--- config.mk ---
export PLATFORM = sky130hd
export DESIGN_NAME = pswitch_ctrl
export DESIGN_NICKNAME = d
export VERILOG_FILES = /design/src/pswitch_pkg.sv /design/src/pswitch_ctrl.sv
export SDC_FILE = /design/constraint.sdc
export NUM_CORES = 1
export LEC_CHECK = 0
export BUFFER_PORTS_ARGS = -buffer_cell sky130_fd_sc_hd__buf_2
export CAP_MARGIN = 20
export CORE_UTILIZATION = 25
export CTS_CLUSTER_SIZE = 24
export DETAILED_ROUTE_END_ITERATION = 6
export SKIP_LAST_GASP = 1
export SLEW_MARGIN = 5
export SYNTH_ARGS = -nofsm -noshare
export SYNTH_HDL_FRONTEND = slang
export SYNTH_SLANG_ARGS = --single-unit
--- constraint.sdc ---
create_clock -name clk_sys -period 5.1 [get_ports clk_sys]
set_input_delay 0.255 -clock clk_sys [delete_from_list [all_inputs] [get_ports clk_sys]]
set_output_delay 0.255 -clock clk_sys [all_outputs]
set_load 0.05 [all_outputs]
--- src/pswitch_pkg.sv ---
// shared constants, types and state layout of the protection switch
package pswitch_pkg;
  // clock and timing
  localparam int unsigned CLK_HZ = 100_000_000;
  localparam int unsigned TICK_MS = 1000;
  localparam int unsigned SEC_CYC_DEF = CLK_HZ / 1000 * TICK_MS;
  localparam int unsigned FLASH_MS = 250;
  localparam int unsigned FLASH_CYC_DEF = CLK_HZ / 1000 * FLASH_MS;
  localparam int unsigned BAUD_BPS_DEF = 1200;
  localparam int unsigned BAUD_DIV_DEF = CLK_HZ / BAUD_BPS_DEF;
  localparam int SEC_W = 27;
  localparam int FLASH_W = 25;
  localparam int DIV_W = 20;
  localparam logic [DIV_W-1:0] BAUD_DIV_MIN = 20'h00010;
  localparam logic [15:0] REFRESH_S_DEF = 16'h001e;
  // register offsets
  localparam logic [7:0] CMD_OFS = 8'h00;
  localparam logic [7:0] CFG_OFS = 8'h04;
  localparam logic [7:0] REFRESH_OFS = 8'h08;
  localparam logic [7:0] BAUD_OFS = 8'h0c;
  localparam logic [7:0] STATUS_OFS = 8'h10;
  localparam logic [1:0] RESP_OKAY = 2'h0;
  localparam logic [1:0] RESP_SLVERR = 2'h2;
  localparam logic [1:0] RESP_DECERR = 2'h3;
  // command bits, also the event order
  localparam int CMD_AUTO = 0;
  // config bits
  localparam int CFG_ECHO = 0;
  localparam int line_feed_after_return = 1;
  localparam int CFG_PORT = 2;
  localparam int CFG_PKT = 3;
  localparam logic [3:0] CFG_RESET = 4'h1;
  localparam logic rs232_port_id = 1'h0;
  localparam logic rs485_port_id = 1'h1;
  localparam logic ascii_terminal_mode = 1'h0;
  // serial command characters
  localparam logic [7:0] auto_mode_cmd = 8'h41;
  localparam logic [7:0] force_transmit_side_a_cmd = 8'h31;
  localparam logic [7:0] force_transmit_side_b_cmd = 8'h32;
  localparam logic [7:0] force_receive_side_a_cmd = 8'h33;
  localparam logic [7:0] force_receive_side_b_cmd = 8'h34;
  // screen characters
  localparam logic [7:0] CH_CR = 8'h0d;
  localparam logic [7:0] CH_LF = 8'h0a;
  localparam logic [7:0] CH_ZERO = 8'h30;
  localparam logic [4:0] SCR_LAST = 5'h1b;
  typedef enum logic [3:0] {TX_IDLE = 4'b0001, TX_START = 4'b0010,
    TX_DATA = 4'b0100, TX_STOP = 4'b1000} tx_state_type;
  typedef enum logic [3:0] {RX_IDLE = 4'b0001, RX_START = 4'b0010,
    RX_DATA = 4'b0100, RX_STOP = 4'b1000} rx_state_type;
  typedef struct packed {
    logic force_rx_b; logic force_rx_a; logic force_tx_b;
    logic force_tx_a; logic auto_mode;
  } panel_btn_type;
  typedef struct packed {
    logic [3:0] alarm; logic [3:0] online; logic switch_fault;
  } led_type;
  typedef struct packed {
    logic [19:0] zero; logic internal_fault; logic [1:0] unresolved;
    logic fault; logic [1:0] ovr; logic [1:0] sel_b; logic [3:0] alarm;
  } status_type;
  typedef struct packed {
    logic [2:0][4:0] btn_sync; logic [4:0] btn_lvl;
    logic [2:0][3:0] alm_sync; logic [3:0] alarm;
    logic [2:0][3:0] fb_sync; logic [3:0] fb;
    logic [2:0][1:0] rxd_sync; logic rxd;
    logic [1:0] sel_b; logic [1:0] ovr; logic [1:0] unres;
    logic [FLASH_W-1:0] flash_cnt; logic flash_on;
    led_type led; logic internal_fault;
    logic [3:0] cfg; logic [15:0] refresh;
    logic [DIV_W-1:0] baud; logic [DIV_W-1:0] div;
    logic [SEC_W-1:0] sec_cnt; logic [15:0] secs;
    logic scr_on; logic [4:0] scr_idx;
    tx_state_type tx_st; logic [DIV_W-1:0] tx_cnt;
    logic [2:0] tx_bit; logic [7:0] tx_sh;
    logic tx232; logic tx485; logic de485;
    logic lf_pend; logic echo_pend; logic [7:0] echo_byte;
    rx_state_type rx_st; logic [DIV_W-1:0] rx_cnt;
    logic [2:0] rx_bit; logic [7:0] rx_sh; logic rx_done; logic [7:0] rx_byte;
    logic aw_got; logic [7:0] awaddr; logic w_got;
    logic [31:0] wdata; logic [3:0] wstrb;
    logic awready; logic wready; logic bvalid; logic [1:0] bresp;
    logic arready; logic rvalid; logic [31:0] rdata; logic [1:0] rresp;
    logic [4:0] cmd_pulse;
  } state_type;
endpackage
--- src/pswitch_ctrl.sv ---
// 1+1 protection switch control with serial terminal and register bus
`timescale 1ns/1ps
// How it works
// - five panel buttons: auto and four forces
// - red light per active transceiver alarm
// - green relay lights, flashing while overridden
// - unresolved relay position lights both greens
// - switch fault light on relay/cable/internal fault
// - auto button puts both channels automatic
// - automatic picks the transceiver without alarm
// - no alarm keeps selection, alarm switches
// - transmit and receive selections independent
// - force selects side until auto/opposite
// - non-revertive after alarm clears
// - back to auto keeps forced side
// - one channel auto, other overridden
// - serial default 1200 baud 8N1
// - periodic screen, settable seconds, zero disables
// - five line status screen plus prompt
// - two ports, terminal or packet mode
// - echo received characters when enabled
// - line feed after carriage return option
// - new rate applied after accepted command
// - serial auto command equals auto button
// - serial force commands equal force buttons
// - alarm A sets toward B, B toward A
// - open alarm contact means active alarm
// - position feedback mismatch raises switch fault
module pswitch_ctrl
  import pswitch_pkg::*;
#(
  parameter logic [SEC_W-1:0] SEC_CYC = SEC_W'(SEC_CYC_DEF),
  parameter logic [FLASH_W-1:0] FLASH_CYC = FLASH_W'(FLASH_CYC_DEF),
  parameter logic [DIV_W-1:0] BAUD_DIV = DIV_W'(BAUD_DIV_DEF),
  // arbitrary identity characters
  parameter logic [7:0] REV_CHAR = 8'h30,
  parameter logic [7:0] SERIAL_CHAR = 8'h30
) (
  // clock and reset
  input wire logic clk_sys,
  input wire logic arst_n,
  // axi4-lite write
  input wire logic awvalid,
  output logic awready,
  input wire logic [7:0] awaddr,
  input wire logic [2:0] awprot,
  input wire logic wvalid,
  output logic wready,
  input wire logic [31:0] wdata,
  input wire logic [3:0] wstrb,
  output logic bvalid,
  input wire logic bready,
  output logic [1:0] bresp,
  // axi4-lite read
  input wire logic arvalid,
  output logic arready,
  input wire logic [7:0] araddr,
  input wire logic [2:0] arprot,
  output logic rvalid,
  input wire logic rready,
  output logic [31:0] rdata,
  output logic [1:0] rresp,
  // panel and field contacts, 1 = pressed / closed
  input wire panel_btn_type btn,
  input wire logic [3:0] alarm_contact_closed,
  input wire logic [3:0] relay_pos_closed,
  // serial ports
  input wire logic rs232_rxd,
  input wire logic rs485_rxd,
  output logic rs232_txd,
  output logic rs485_txd,
  output logic rs485_drive_en,
  // lamps and relay drive
  output led_type led,
  output logic [1:0] relay_sel_b
);
  state_type s;
  state_type n;
  logic [4:0] btn_now;
  logic [4:0] ev;
  logic [4:0] ser_cmd;
  logic pick_ok;
  logic [7:0] pick;
  logic ascii;

  function automatic logic [4:0] cmd_decode(input logic [7:0] c);
    case (c)
      auto_mode_cmd: cmd_decode = 5'h01;
      force_transmit_side_a_cmd: cmd_decode = 5'h02;
      force_transmit_side_b_cmd: cmd_decode = 5'h04;
      force_receive_side_a_cmd: cmd_decode = 5'h08;
      force_receive_side_b_cmd: cmd_decode = 5'h10;
      default: cmd_decode = 5'h00;
    endcase
  endfunction

  function automatic logic [7:0] bit_ch(input logic b);
    bit_ch = CH_ZERO | {7'h00, b};
  endfunction

  // A/B side letter, B when the bit is set
  function automatic logic [7:0] ab_ch(input logic b);
    ab_ch = b ? 8'h42 : 8'h41;
  endfunction

  function automatic logic [31:0] merge(input logic [31:0] o,
      input logic [31:0] d, input logic [3:0] st);
    logic [31:0] r;
    r = o;
    for (int i = 0; i < 4; i++) begin
      if (st[i]) r[8*i +: 8] = d[8*i +: 8];
    end
    merge = r;
  endfunction

  // status screen, one character per index
  function automatic logic [7:0] screen_char(input logic [4:0] i,
      input state_type st);
    case (i)
      5'h00: screen_char = 8'h50;
      5'h01: screen_char = 8'h53;
      5'h02: screen_char = 8'h52;
      5'h03: screen_char = REV_CHAR;
      5'h04: screen_char = 8'h4e;
      5'h05: screen_char = SERIAL_CHAR;
      5'h07: screen_char = 8'h41;
      5'h08: screen_char = bit_ch(st.alarm[0]);
      5'h09: screen_char = bit_ch(st.alarm[1]);
      5'h0a: screen_char = bit_ch(st.alarm[2]);
      5'h0b: screen_char = bit_ch(st.alarm[3]);
      5'h0c: screen_char = bit_ch(st.led.switch_fault);
      5'h0e: screen_char = 8'h54;
      5'h0f: screen_char = ab_ch(st.sel_b[0]);
      5'h10: screen_char = st.ovr[0] ? 8'h4d : 8'h41;
      5'h12: screen_char = 8'h52;
      5'h13: screen_char = ab_ch(st.sel_b[1]);
      5'h14: screen_char = st.ovr[1] ? 8'h4d : 8'h41;
      5'h16: screen_char = st.cfg[CFG_PORT] ? 8'h34 : 8'h32;
      5'h17: screen_char = st.cfg[CFG_PKT] ? 8'h4b : 8'h41;
      5'h18: screen_char = bit_ch(st.cfg[CFG_ECHO]);
      5'h19: screen_char = bit_ch(st.cfg[line_feed_after_return]);
      5'h1b: screen_char = 8'h3e;
      default: screen_char = CH_CR;
    endcase
  endfunction

  // a level counts once stages two and three agree
  assign btn_now = (s.btn_sync[2] & ~(s.btn_sync[1] ^ s.btn_sync[2]))
    | (s.btn_lvl & (s.btn_sync[1] ^ s.btn_sync[2]));
  assign ser_cmd = s.rx_done ? cmd_decode(s.rx_byte) : 5'h00;
  // button edge, serial command and register command act alike
  assign ev = (btn_now & ~s.btn_lvl) | ser_cmd | s.cmd_pulse;
  assign ascii = s.cfg[CFG_PKT] == ascii_terminal_mode;
  // transmit source priority: pending lf, echo, then screen
  assign pick_ok = s.lf_pend | s.echo_pend | s.scr_on;
  assign pick = s.lf_pend ? CH_LF
    : s.echo_pend ? s.echo_byte : screen_char(s.scr_idx, s);

  always_comb begin
    logic pa;
    logic pb;
    logic blink;
    logic [DIV_W-1:0] div_now;
    logic p;
    logic [31:0] wv;
    status_type stv;
    pa = 1'b0;
    pb = 1'b0;
    blink = 1'b0;
    div_now = s.div;
    p = s.cfg[CFG_PORT];
    wv = '0;
    stv = '0;
    n = s;
    // input synchronisers
    n.btn_sync = {s.btn_sync[1], s.btn_sync[0], btn};
    n.btn_lvl = btn_now;
    n.alm_sync = {s.alm_sync[1], s.alm_sync[0], ~alarm_contact_closed};
    n.alarm = (s.alm_sync[2] & ~(s.alm_sync[1] ^ s.alm_sync[2]))
      | (s.alarm & (s.alm_sync[1] ^ s.alm_sync[2]));
    n.fb_sync = {s.fb_sync[1], s.fb_sync[0], relay_pos_closed};
    n.fb = (s.fb_sync[2] & ~(s.fb_sync[1] ^ s.fb_sync[2]))
      | (s.fb & (s.fb_sync[1] ^ s.fb_sync[2]));
    n.rxd_sync = {s.rxd_sync[1], s.rxd_sync[0], {rs485_rxd, rs232_rxd}};
    if (s.rxd_sync[1][p] == s.rxd_sync[2][p]) n.rxd = s.rxd_sync[2][p];
    // lamp flash phase
    if (s.flash_cnt == FLASH_CYC - FLASH_W'(1)) begin
      n.flash_cnt = '0;
      n.flash_on = ~s.flash_on;
    end else begin
      n.flash_cnt = s.flash_cnt + FLASH_W'(1);
    end
    // each channel keeps its own latch and mode
    n.led.switch_fault = s.internal_fault;
    for (int c = 0; c < 2; c++) begin
      if (ev[1 + 2 * c]) begin
        n.sel_b[c] = 1'b0;
        n.ovr[c] = 1'b1;
      end else if (ev[2 + 2 * c]) begin
        n.sel_b[c] = 1'b1;
        n.ovr[c] = 1'b1;
      end else if (ev[CMD_AUTO]) begin
        n.ovr[c] = 1'b0;
      end
      // latch moves only on a one-sided alarm, never back on clear
      if (!n.ovr[c]) begin
        if (s.alarm[2 * c] && !s.alarm[2 * c + 1]) n.sel_b[c] = 1'b1;
        else if (s.alarm[2 * c + 1] && !s.alarm[2 * c]) n.sel_b[c] = 1'b0;
      end // both alarmed: hold
      pa = s.fb[2 * c];
      pb = s.fb[2 * c + 1];
      blink = ~s.ovr[c] | s.flash_on;
      n.unres[c] = pa == pb;
      n.led.online[2 * c] = (pa == pb) | (pa & blink);
      n.led.online[2 * c + 1] = (pa == pb) | (pb & blink);
      if (pa == pb || pb != s.sel_b[c]) n.led.switch_fault = 1'b1;
    end
    n.led.alarm = s.alarm;
    // periodic status screen
    if (s.sec_cnt == SEC_CYC - SEC_W'(1)) begin
      n.sec_cnt = '0;
      n.secs = s.secs + 16'h0001;
    end else begin
      n.sec_cnt = s.sec_cnt + SEC_W'(1);
    end
    if (s.refresh == 16'h0000) begin
      n.secs = '0;
    end else if (s.secs >= s.refresh) begin
      n.secs = '0;
      if (ascii && !s.scr_on) begin
        n.scr_on = 1'b1;
        n.scr_idx = '0;
      end
    end
    // new rate only while both serial engines are idle
    if (s.tx_st == TX_IDLE && s.rx_st == RX_IDLE) div_now = s.baud;
    n.div = div_now;
    // transmitter, 8 data bits, no parity, one stop bit
    unique case (s.tx_st)
      TX_IDLE: begin
        if (pick_ok) begin
          n.tx_sh = pick;
          n.tx_st = TX_START;
          n.tx_cnt = div_now - DIV_W'(1);
          if (s.lf_pend) n.lf_pend = 1'b0;
          else if (s.echo_pend) n.echo_pend = 1'b0;
          else if (s.scr_idx == SCR_LAST) n.scr_on = 1'b0;
          else n.scr_idx = s.scr_idx + 5'h01;
          if (pick == CH_CR && s.cfg[line_feed_after_return])
            n.lf_pend = 1'b1;
        end
      end
      TX_START, TX_DATA, TX_STOP: begin
        if (s.tx_cnt != '0) begin
          n.tx_cnt = s.tx_cnt - DIV_W'(1);
        end else begin
          n.tx_cnt = s.div - DIV_W'(1);
          if (s.tx_st == TX_START) begin
            n.tx_st = TX_DATA;
            n.tx_bit = '0;
          end else if (s.tx_st == TX_STOP) begin
            n.tx_st = TX_IDLE;
          end else begin
            n.tx_sh = {1'b1, s.tx_sh[7:1]};
            n.tx_bit = s.tx_bit + 3'h1;
            if (s.tx_bit == 3'h7) n.tx_st = TX_STOP;
          end
        end
      end
      default: begin
        // illegal code is a controller fault
        n.internal_fault = 1'b1;
        n.tx_st = TX_IDLE;
      end
    endcase
    n.tx232 = 1'b1;
    n.tx485 = 1'b1;
    if (n.tx_st == TX_START) n.tx232 = 1'b0;
    if (n.tx_st == TX_DATA) n.tx232 = n.tx_sh[0];
    if (p == rs485_port_id) begin
      n.tx485 = n.tx232;
      n.tx232 = 1'b1;
    end
    n.de485 = (p == rs485_port_id) && n.tx_st != TX_IDLE;
    // receiver, sampled mid bit
    n.rx_done = 1'b0;
    unique case (s.rx_st)
      RX_IDLE: begin
        if (!s.rxd) begin
          n.rx_st = RX_START;
          n.rx_cnt = {1'b0, div_now[DIV_W-1:1]};
        end
      end
      RX_START, RX_DATA, RX_STOP: begin
        if (s.rx_cnt != '0) begin
          n.rx_cnt = s.rx_cnt - DIV_W'(1);
        end else begin
          n.rx_cnt = s.div - DIV_W'(1);
          if (s.rx_st == RX_START) begin
            n.rx_st = s.rxd ? RX_IDLE : RX_DATA;
            n.rx_bit = '0;
          end else if (s.rx_st == RX_DATA) begin
            n.rx_sh = {s.rxd, s.rx_sh[7:1]};
            n.rx_bit = s.rx_bit + 3'h1;
            if (s.rx_bit == 3'h7) n.rx_st = RX_STOP;
          end else begin
            n.rx_st = RX_IDLE;
            n.rx_done = s.rxd; // framing error drops the byte
            n.rx_byte = s.rx_sh;
          end
        end
      end
      default: begin
        n.internal_fault = 1'b1;
        n.rx_st = RX_IDLE;
      end
    endcase
    // one pending echo; a second byte in its wait is not echoed
    if (s.rx_done && s.cfg[CFG_ECHO] && ascii && !s.echo_pend) begin
      n.echo_pend = 1'b1;
      n.echo_byte = s.rx_byte;
    end
    // axi4-lite write channel
    n.cmd_pulse = '0;
    if (s.bvalid && bready) n.bvalid = 1'b0;
    if (awvalid && s.awready) begin
      n.aw_got = 1'b1;
      n.awaddr = awaddr;
    end
    if (wvalid && s.wready) begin
      n.w_got = 1'b1;
      n.wdata = wdata;
      n.wstrb = wstrb;
    end
    if (s.aw_got && s.w_got && !s.bvalid) begin
      n.aw_got = 1'b0;
      n.w_got = 1'b0;
      n.bvalid = 1'b1;
      n.bresp = RESP_OKAY;
      unique case ({s.awaddr[7:2], 2'b00})
        CMD_OFS: if (s.wstrb[0]) n.cmd_pulse = s.wdata[4:0];
        CFG_OFS: if (s.wstrb[0]) n.cfg = s.wdata[3:0];
        REFRESH_OFS: begin
          wv = merge({16'h0000, s.refresh}, s.wdata, s.wstrb);
          n.refresh = wv[15:0];
        end
        BAUD_OFS: begin
          wv = merge({12'h000, s.baud}, s.wdata, s.wstrb);
          if (wv[DIV_W-1:0] < BAUD_DIV_MIN) n.bresp = RESP_SLVERR;
          else n.baud = wv[DIV_W-1:0];
        end
        STATUS_OFS: n.bresp = RESP_OKAY;
        default: n.bresp = RESP_DECERR;
      endcase
    end
    n.awready = ~n.aw_got;
    n.wready = ~n.w_got;
    // axi4-lite read channel
    if (s.rvalid && rready) n.rvalid = 1'b0;
    if (arvalid && s.arready) begin
      stv.alarm = s.alarm;
      stv.sel_b = s.sel_b;
      stv.ovr = s.ovr;
      stv.fault = s.led.switch_fault;
      stv.unresolved = s.unres;
      stv.internal_fault = s.internal_fault;
      n.rvalid = 1'b1;
      n.rresp = RESP_OKAY;
      unique case ({araddr[7:2], 2'b00})
        CMD_OFS: n.rdata = '0;
        CFG_OFS: n.rdata = {28'h0000000, s.cfg};
        REFRESH_OFS: n.rdata = {16'h0000, s.refresh};
        BAUD_OFS: n.rdata = {12'h000, s.baud};
        STATUS_OFS: n.rdata = stv;
        default: begin
          n.rdata = '0;
          n.rresp = RESP_DECERR;
        end
      endcase
    end
    n.arready = ~n.rvalid;
  end

  always_ff @(posedge clk_sys or negedge arst_n) begin
    if (!arst_n) begin
      s <= '0;
      s.rxd_sync <= 6'h3f;
      s.rxd <= 1'b1;
      s.cfg <= CFG_RESET;
      s.refresh <= REFRESH_S_DEF;
      s.baud <= BAUD_DIV;
      s.div <= BAUD_DIV;
      s.tx_st <= TX_IDLE;
      s.rx_st <= RX_IDLE;
      s.tx232 <= 1'b1;
      s.tx485 <= 1'b1;
    end else begin
      s <= n;
    end
  end

  // outputs straight from the state register
  assign awready = s.awready;
  assign wready = s.wready;
  assign bvalid = s.bvalid;
  assign bresp = s.bresp;
  assign arready = s.arready;
  assign rvalid = s.rvalid;
  assign rdata = s.rdata;
  assign rresp = s.rresp;
  assign rs232_txd = s.tx232;
  assign rs485_txd = s.tx485;
  assign rs485_drive_en = s.de485;
  assign led = s.led;
  assign relay_sel_b = s.sel_b;
endmodule

==> out/metrics.cfg, run 1 <==
[power_and_ir_drop]
p_switching_mw=3.41
clock_power_share_pct=33.3
ir_worst_vdd_mv=0.286
power_density_nw_per_um2=458
p_int_mw=6.42
p_seq_share_pct=42.0
switching_share_pct=34.7
power_mw=9.83
leakage_nw=9.39
combinationalPowerShare_pct=24.7

[grt]
use_met3_pct=2.13
grt_antenna_before_repair=1
groute.usage.overall_pct=13.2
grt_pass1_vias=14100
met1_usage_pct=18.1
grtUsageMet2_pct=21.3
grt_max_degree=145
grt_pass1_wl_um=78700
grt_overflow=0
gr-max-usage-layer=met2

[logic_synthesis]
ys_ff_latch=366
synthMuxAreaShare_pct=6.21
synth_fa_ha_area_share_pct=3.04
synthSimpleGateAreaFrac_pct=18.7
synthFlopType=dfrtp_1
yosysSeqAreaShare_pct=50.5
synth-compound-area-share_pct=11.4
synth_top_family_by_area=simple AND/OR/NAND/NOR gates
yosys_warnings=0
syn_area_um2=18200
ys_types=80
synth.avg_cell_area_um2=10.0
synth_edf_count=0
syn-instance-count=1814
ys_async_sr_fraction_pct=100
synthXorXnorAreaFrac_pct=5.24

[drt]
ant_nets=0
vias=14100
routed_wl_um=49000
route.detailed.drc=0
firstDrtPassIters=7
viasPerCell=4.87
first_iter_violations=1247
wl_per_cell_um=16.9

[worst_setup_path]
required_ns=5.59
crit_type=reg -> reg
r2r_end=rs485_txd
r2r-start=s[160]
crit_path_end_kind=register
worstSetupStartpointType=register
cp_data_arrival_time_ns=3.93
r2r_cells=9
r2r_slack_ns=1.66
crit_fanout=20

[worst_hold_path]
whs_path_depth=3
min_path_type=in -> reg
hold_start=araddr[4]
hold_path_end=rresp[0]

[sta]
holdWs_ns=0.153
slew_headroom_pct=33.2
rsz0062_at_grt=no
drv_slew=0
finalSetupViolCount=0
fin_setup_tns_ns=0
fin_crit_ns=3.44
fmax_mhz=291
worstMarginPinSlew_ns=1.00
skew_ns=0.0150
hold_viol=0
timing.final.crit_share_pct=67.4

[clock_tree]
ctsRootBufferMaster=clkbuf_16
post_cts_buffers=0
htreeDepth=2
clk_pin_slew_ns=0.06
holdBufCountCts=47
cts_buffers=42
clkLatencyLatePin_ns=0.56
clockBufferDepth=3
cts_tree=yes
cts_resized=0
cts_sinks=366

[run_status]
status=completed

[finish]
design_area_um2=21500
drive_above_1_share_pct=16.6
antenna_cells=0
multi_input_area_um2=8180
final_common_cell=dfrtp_1
fillers=7366
ff_latch_area_um2=9200
final_cell_mix=dfrtp_1, nand2_1, nor2_1
finalNetCount=2027
syn_to_final_growth_pct=17.9

[floorplan]
core-area_um2=71700
io_pins=135
die-width_um=272
die_area_um2=73900
rows=98
die_h_um=272
start_util_pct=25.4

[placed_design]
globalplace.congestion=0.879
numPortBuffers=99
placed_area_um2=19500
hpwl_um=34900

[run]
maxCapViolCount=0

-- sequential cells by signal, indices dropped and copies added, names as in the netlist, 2 cells and up, named ones only --
signal and count:
rdata 20, s 286, n 30, led 9, bresp 2, relay_sel_b 2
-- critical path: stages, from the launching register on --
cell      delay, ns
dfrtp_1        0.42
inv_1          0.08
ha_1           0.21
nor4b_2        0.47
nor3b_4        0.47
nand2_2        0.39
nor4_4         0.61
mux2i_1        0.47
o21bai_1       0.16
nand2_1        0.09
-- cell usage after synthesis, types with 4 or more instances --
| cell | number | area share (%) |
|---|---|---|
| nand3b_1 | 5 | 0.21 |
| nand2b_1 | 17 | 0.58 |
| nor4_1 | 22 | 0.76 |
| o21bai_1 | 5 | 0.21 |
| buf_2 | 12 | 0.33 |
| nor3b_1 | 9 | 0.37 |
| clkbuf_1 | 57 | 1.2 |
| ha_1 | 33 | 2.3 |
| nor3_1 | 45 | 1.2 |
| a21oi_1 | 84 | 2.3 |
| nor4b_1 | 5 | 0.24 |
| nand4b_1 | 4 | 0.19 |
| a22oi_1 | 14 | 0.58 |
| and3_1 | 17 | 0.58 |
| dfrtp_1 | 336 | 46 |
| and2_1 | 16 | 0.55 |
| xor2_1 | 59 | 2.8 |
| o2111ai_1 | 4 | 0.19 |
| a211oi_1 | 13 | 0.54 |
| nand4_1 | 20 | 0.69 |
| nand2_1 | 216 | 4.5 |
| o211ai_1 | 17 | 0.70 |
| mux2i_1 | 23 | 1.3 |
| o22ai_1 | 9 | 0.31 |
| a222oi_1 | 15 | 0.82 |
| nand3_1 | 49 | 1.3 |
| and4_1 | 7 | 0.34 |
| a21o_1 | 10 | 0.41 |
| xnor2_1 | 50 | 2.4 |
| mux2_2 | 80 | 4.9 |
| a31oi_1 | 16 | 0.55 |
| o31ai_1 | 7 | 0.29 |
| o21a_1 | 5 | 0.21 |
| dfstp_2 | 30 | 4.3 |
| nor2_1 | 153 | 3.2 |
| maj3_1 | 14 | 0.77 |
| or3_1 | 20 | 0.69 |
| inv_1 | 63 | 1.3 |
| o21ai_0 | 98 | 2.7 |
| or4_1 | 10 | 0.41 |
| nor2b_1 | 27 | 0.93 |
| buf_4 | 49 | 2.0 |
| a22o_1 | 6 | 0.29 |
-- how the worst max path moves through the flow --
| stage | start | end | slack, ns | cells past startpoint |
|---|---|---|---|---|
| 2_1_floorplan | s[180] | s[170] | 2.10 | 13 |
| 3_3_place_gp | s[132] | s[119] | 1.76 | 6 |
| 3_5_place_dp | s[181] | s[170] | 1.70 | 10 |
| 4_1_cts | s[182] | s[170] | 1.66 | 10 |
| 5_1_grt | s[160] | rs232_txd | 1.45 | 9 |
| 6_report | s[160] | rs485_txd | 1.66 | 9 |
-- kinds of logic after synthesis --
| family | after synthesis |
|---|---|
| AOI/OAI and AO/OA | 331 |
| xor gates and xnor gates | 109 |
| adders and majority gates | 47 |
| buffers and inverters | 184 |
| DFF | 366 |
| muxes | 103 |
| other | 1 |
| and+or+nand+nor | 673 |
-- metal layers --
metal | share of wire, % | vias to the layer above
met4 | 2.4 | 0
met1 | 46 | 7070
li1 | - | 6540
met3 | 5.2 | 82
met5 | 0 | -
met2 | 47 | 418
-- per-stage QoR --
| step | utilization, % | setup WS, ns | cells |
|---|---|---|---|
| 3_3_place_gp | 27.1 | 1.76 | 2769 |
| 3_5_place_dp | 27.1 | 1.70 | 2769 |
| 2_1_floorplan | - | 2.10 | 1825 |
| 5_1_grt | 29.9 | 1.45 | 2897 |
| 6_report | 29.9 | 1.66 | 2897 |
| 4_1_cts | 29.9 | 1.66 | 2893 |
-- power by group through the flow --
stage,clock network [mW],logic [mW],registers (mW)
6_report,3.28,2.42,4.13
5_1_grt,3.48,2.68,4.19
4_1_cts,3.36,2.43,4.11
3_5_place_dp,0,2.39,4.16
3_3_place_gp,0,2.33,4.13
2_1_floorplan,0,1.84,3.83
-- final cells by class --
cell class              count  share of cell area (%)
clock buffers              63                    5.96
well taps                 950                    5.53
clock inverters            14                    1.18
flip-flops and latches    366                    42.8
multi-input cells        1275                    38.1
repair buffers            166                    5.34
inverters                  63                    1.10
No activity file was read; power rests on OpenSTA's default activity.
==> run 2: changes to the inputs <==
Clock period 5.1 ns to 3.15 ns, I/O delays scaled along.
==> out/metrics.cfg, run 2 (same netlist as run 1, synthesis figures left out) <==
[run_status]
status=completed

[drt]
vias=14200
first_iter_violations=1153
viasPerCell=4.85
route.detailed.drc=0
firstDrtPassIters=6
routed_wl_um=50900
wl_per_cell_um=17.4
ant_nets=0

[worst_setup_path]
r2r_slack_ns=0.27
cp_data_arrival_time_ns=3.29
crit_fanout=19
required_ns=3.56
r2r_cells=8
crit_type=reg -> reg
crit_path_end_kind=register
worstSetupStartpointType=register

[power_and_ir_drop]
combinationalPowerShare_pct=26.4
switching_share_pct=35.6
clock_power_share_pct=31.7
ir_worst_vdd_mv=0.410
power_density_nw_per_um2=725
p_int_mw=10.1
p_switching_mw=5.59
p_seq_share_pct=41.9
leakage_nw=9.56

[clock_tree]
ctsRootBufferMaster=clkbuf_16
cts_buffers=42
htreeDepth=2
clk_pin_slew_ns=0.06
clockBufferDepth=3
clkLatencyLatePin_ns=0.58
cts_tree=yes
post_cts_buffers=0
cts_sinks=366

[sta]
finalSetupViolCount=0
fin_setup_tns_ns=0
holdWs_ns=0.0404
drv_slew=0
slew_headroom_pct=37.2
rsz0062_at_grt=no
skew_ns=0.0180
worstMarginPinSlew_ns=0.934
fmax_mhz=347
timing.final.crit_share_pct=91.5
hold_viol=0
fin_crit_ns=2.88

[finish]
drive_above_1_share_pct=18.3
final_cell_mix=dfrtp_1, nand2_1, nor2_1
final_common_cell=dfrtp_1
syn_to_final_growth_pct=19.1
antenna_cells=0
largest_register_ffs=286
regMostFlops=s
finalNetCount=2066

[grt]
grt_pass1_wl_um=80500
grt_pass1_vias=14200
groute.usage.overall_pct=13.7
grt_antenna_before_repair=2
grt_overflow=0
grt_max_degree=107

[floorplan]
core-area_um2=71700
die_area_um2=73900
die-width_um=272
rows=98
io_pins=135
die_h_um=272
start_util_pct=25.4

[placed_design]
globalplace.congestion=0.929
hpwl_um=36700
numPortBuffers=99

[run]
maxCapViolCount=0

[worst_hold_path]
min_path_type=in -> reg
whs_path_depth=3

## run 2: cell count changes in the layout (fill, tap and decap cells not counted), sizes merged
cell	delta
buf	+40
inv	+1
bufinv	-5
clkbuf	-1
clkinv	+3
## run 2: layout make-up
cell class	instances	area, µm²
multi-input cells	1275	8180
inverters	63	236
repair buffers	205	1460
fillers	7407	50000
well taps	950	1190
clock buffers	63	1310
flip-flops and latches	366	9200
clock inverters	13	125
## run 2: path summary, 6_finish.rpt
check                      startpoint       end
setup / recovery               s[180]    s[175]
hold reg to reg                n[353]    n[357]
setup reg to reg               s[180]    s[175]
hold / removal              araddr[4]  rresp[0]
max in group asynchronous      arst_n    s[328]
min in group asynchronous      arst_n    s[174]
## run 2: metrics by stage
step / util (%) / cells / power (mW) / worst slack [ns] / area [µm²]
2_1_floorplan: - / 1825 / 9.17 / 0.148 / 18300
3_3_place_gp: 27.6 / 2812 / 10.6 / 0.339 / 19800
3_5_place_dp: 27.6 / 2812 / 10.7 / 0.302 / 19800
4_1_cts: 30.2 / 2935 / 15.8 / 0.281 / 21700
5_1_grt: 30.2 / 2935 / 16.5 / 0.0902 / 21700
6_report: 30.2 / 2935 / 15.7 / 0.268 / 21700
## run 2: routing by layer
metal | vias to the layer above | wire (µm) | GRT usage (%)
met3 | 95 | 3390 | 2.51
met2 | 447 | 23200 | 21.5
li1 | 6637 | - | -
met1 | 7047 | 22800 | 18.7
met5 | - | 0 | 0
met4 | 0 | 1560 | 5.04
## run 2: power groups by stage
stage / logic (mW) / clock network [mW] / registers (mW)
after floorplan: 2.98 / 0 / 6.19
after CTS: 4.13 / 5.12 / 6.56
after detailed placement: 4.06 / 0 / 6.63
after global routing: 4.53 / 5.30 / 6.69
final: 4.15 / 4.98 / 6.60
after global placement: 3.98 / 0 / 6.61
## run 2: timing repair
action	in CTS	in global routing
hold endpoints to repair	107	0
hold buffers	47	0
resized for setup	0	0
## run 2: critical path, stage by stage, from the launching register on
cell      delay [ns]
dfstp_2         0.65
or4b_1          0.58
nor2_2          0.23
buf_4           0.30
mux2i_1         0.36
nand2_1         0.16
nor2_1          0.16
xnor2_1         0.14
o221ai_1        0.13
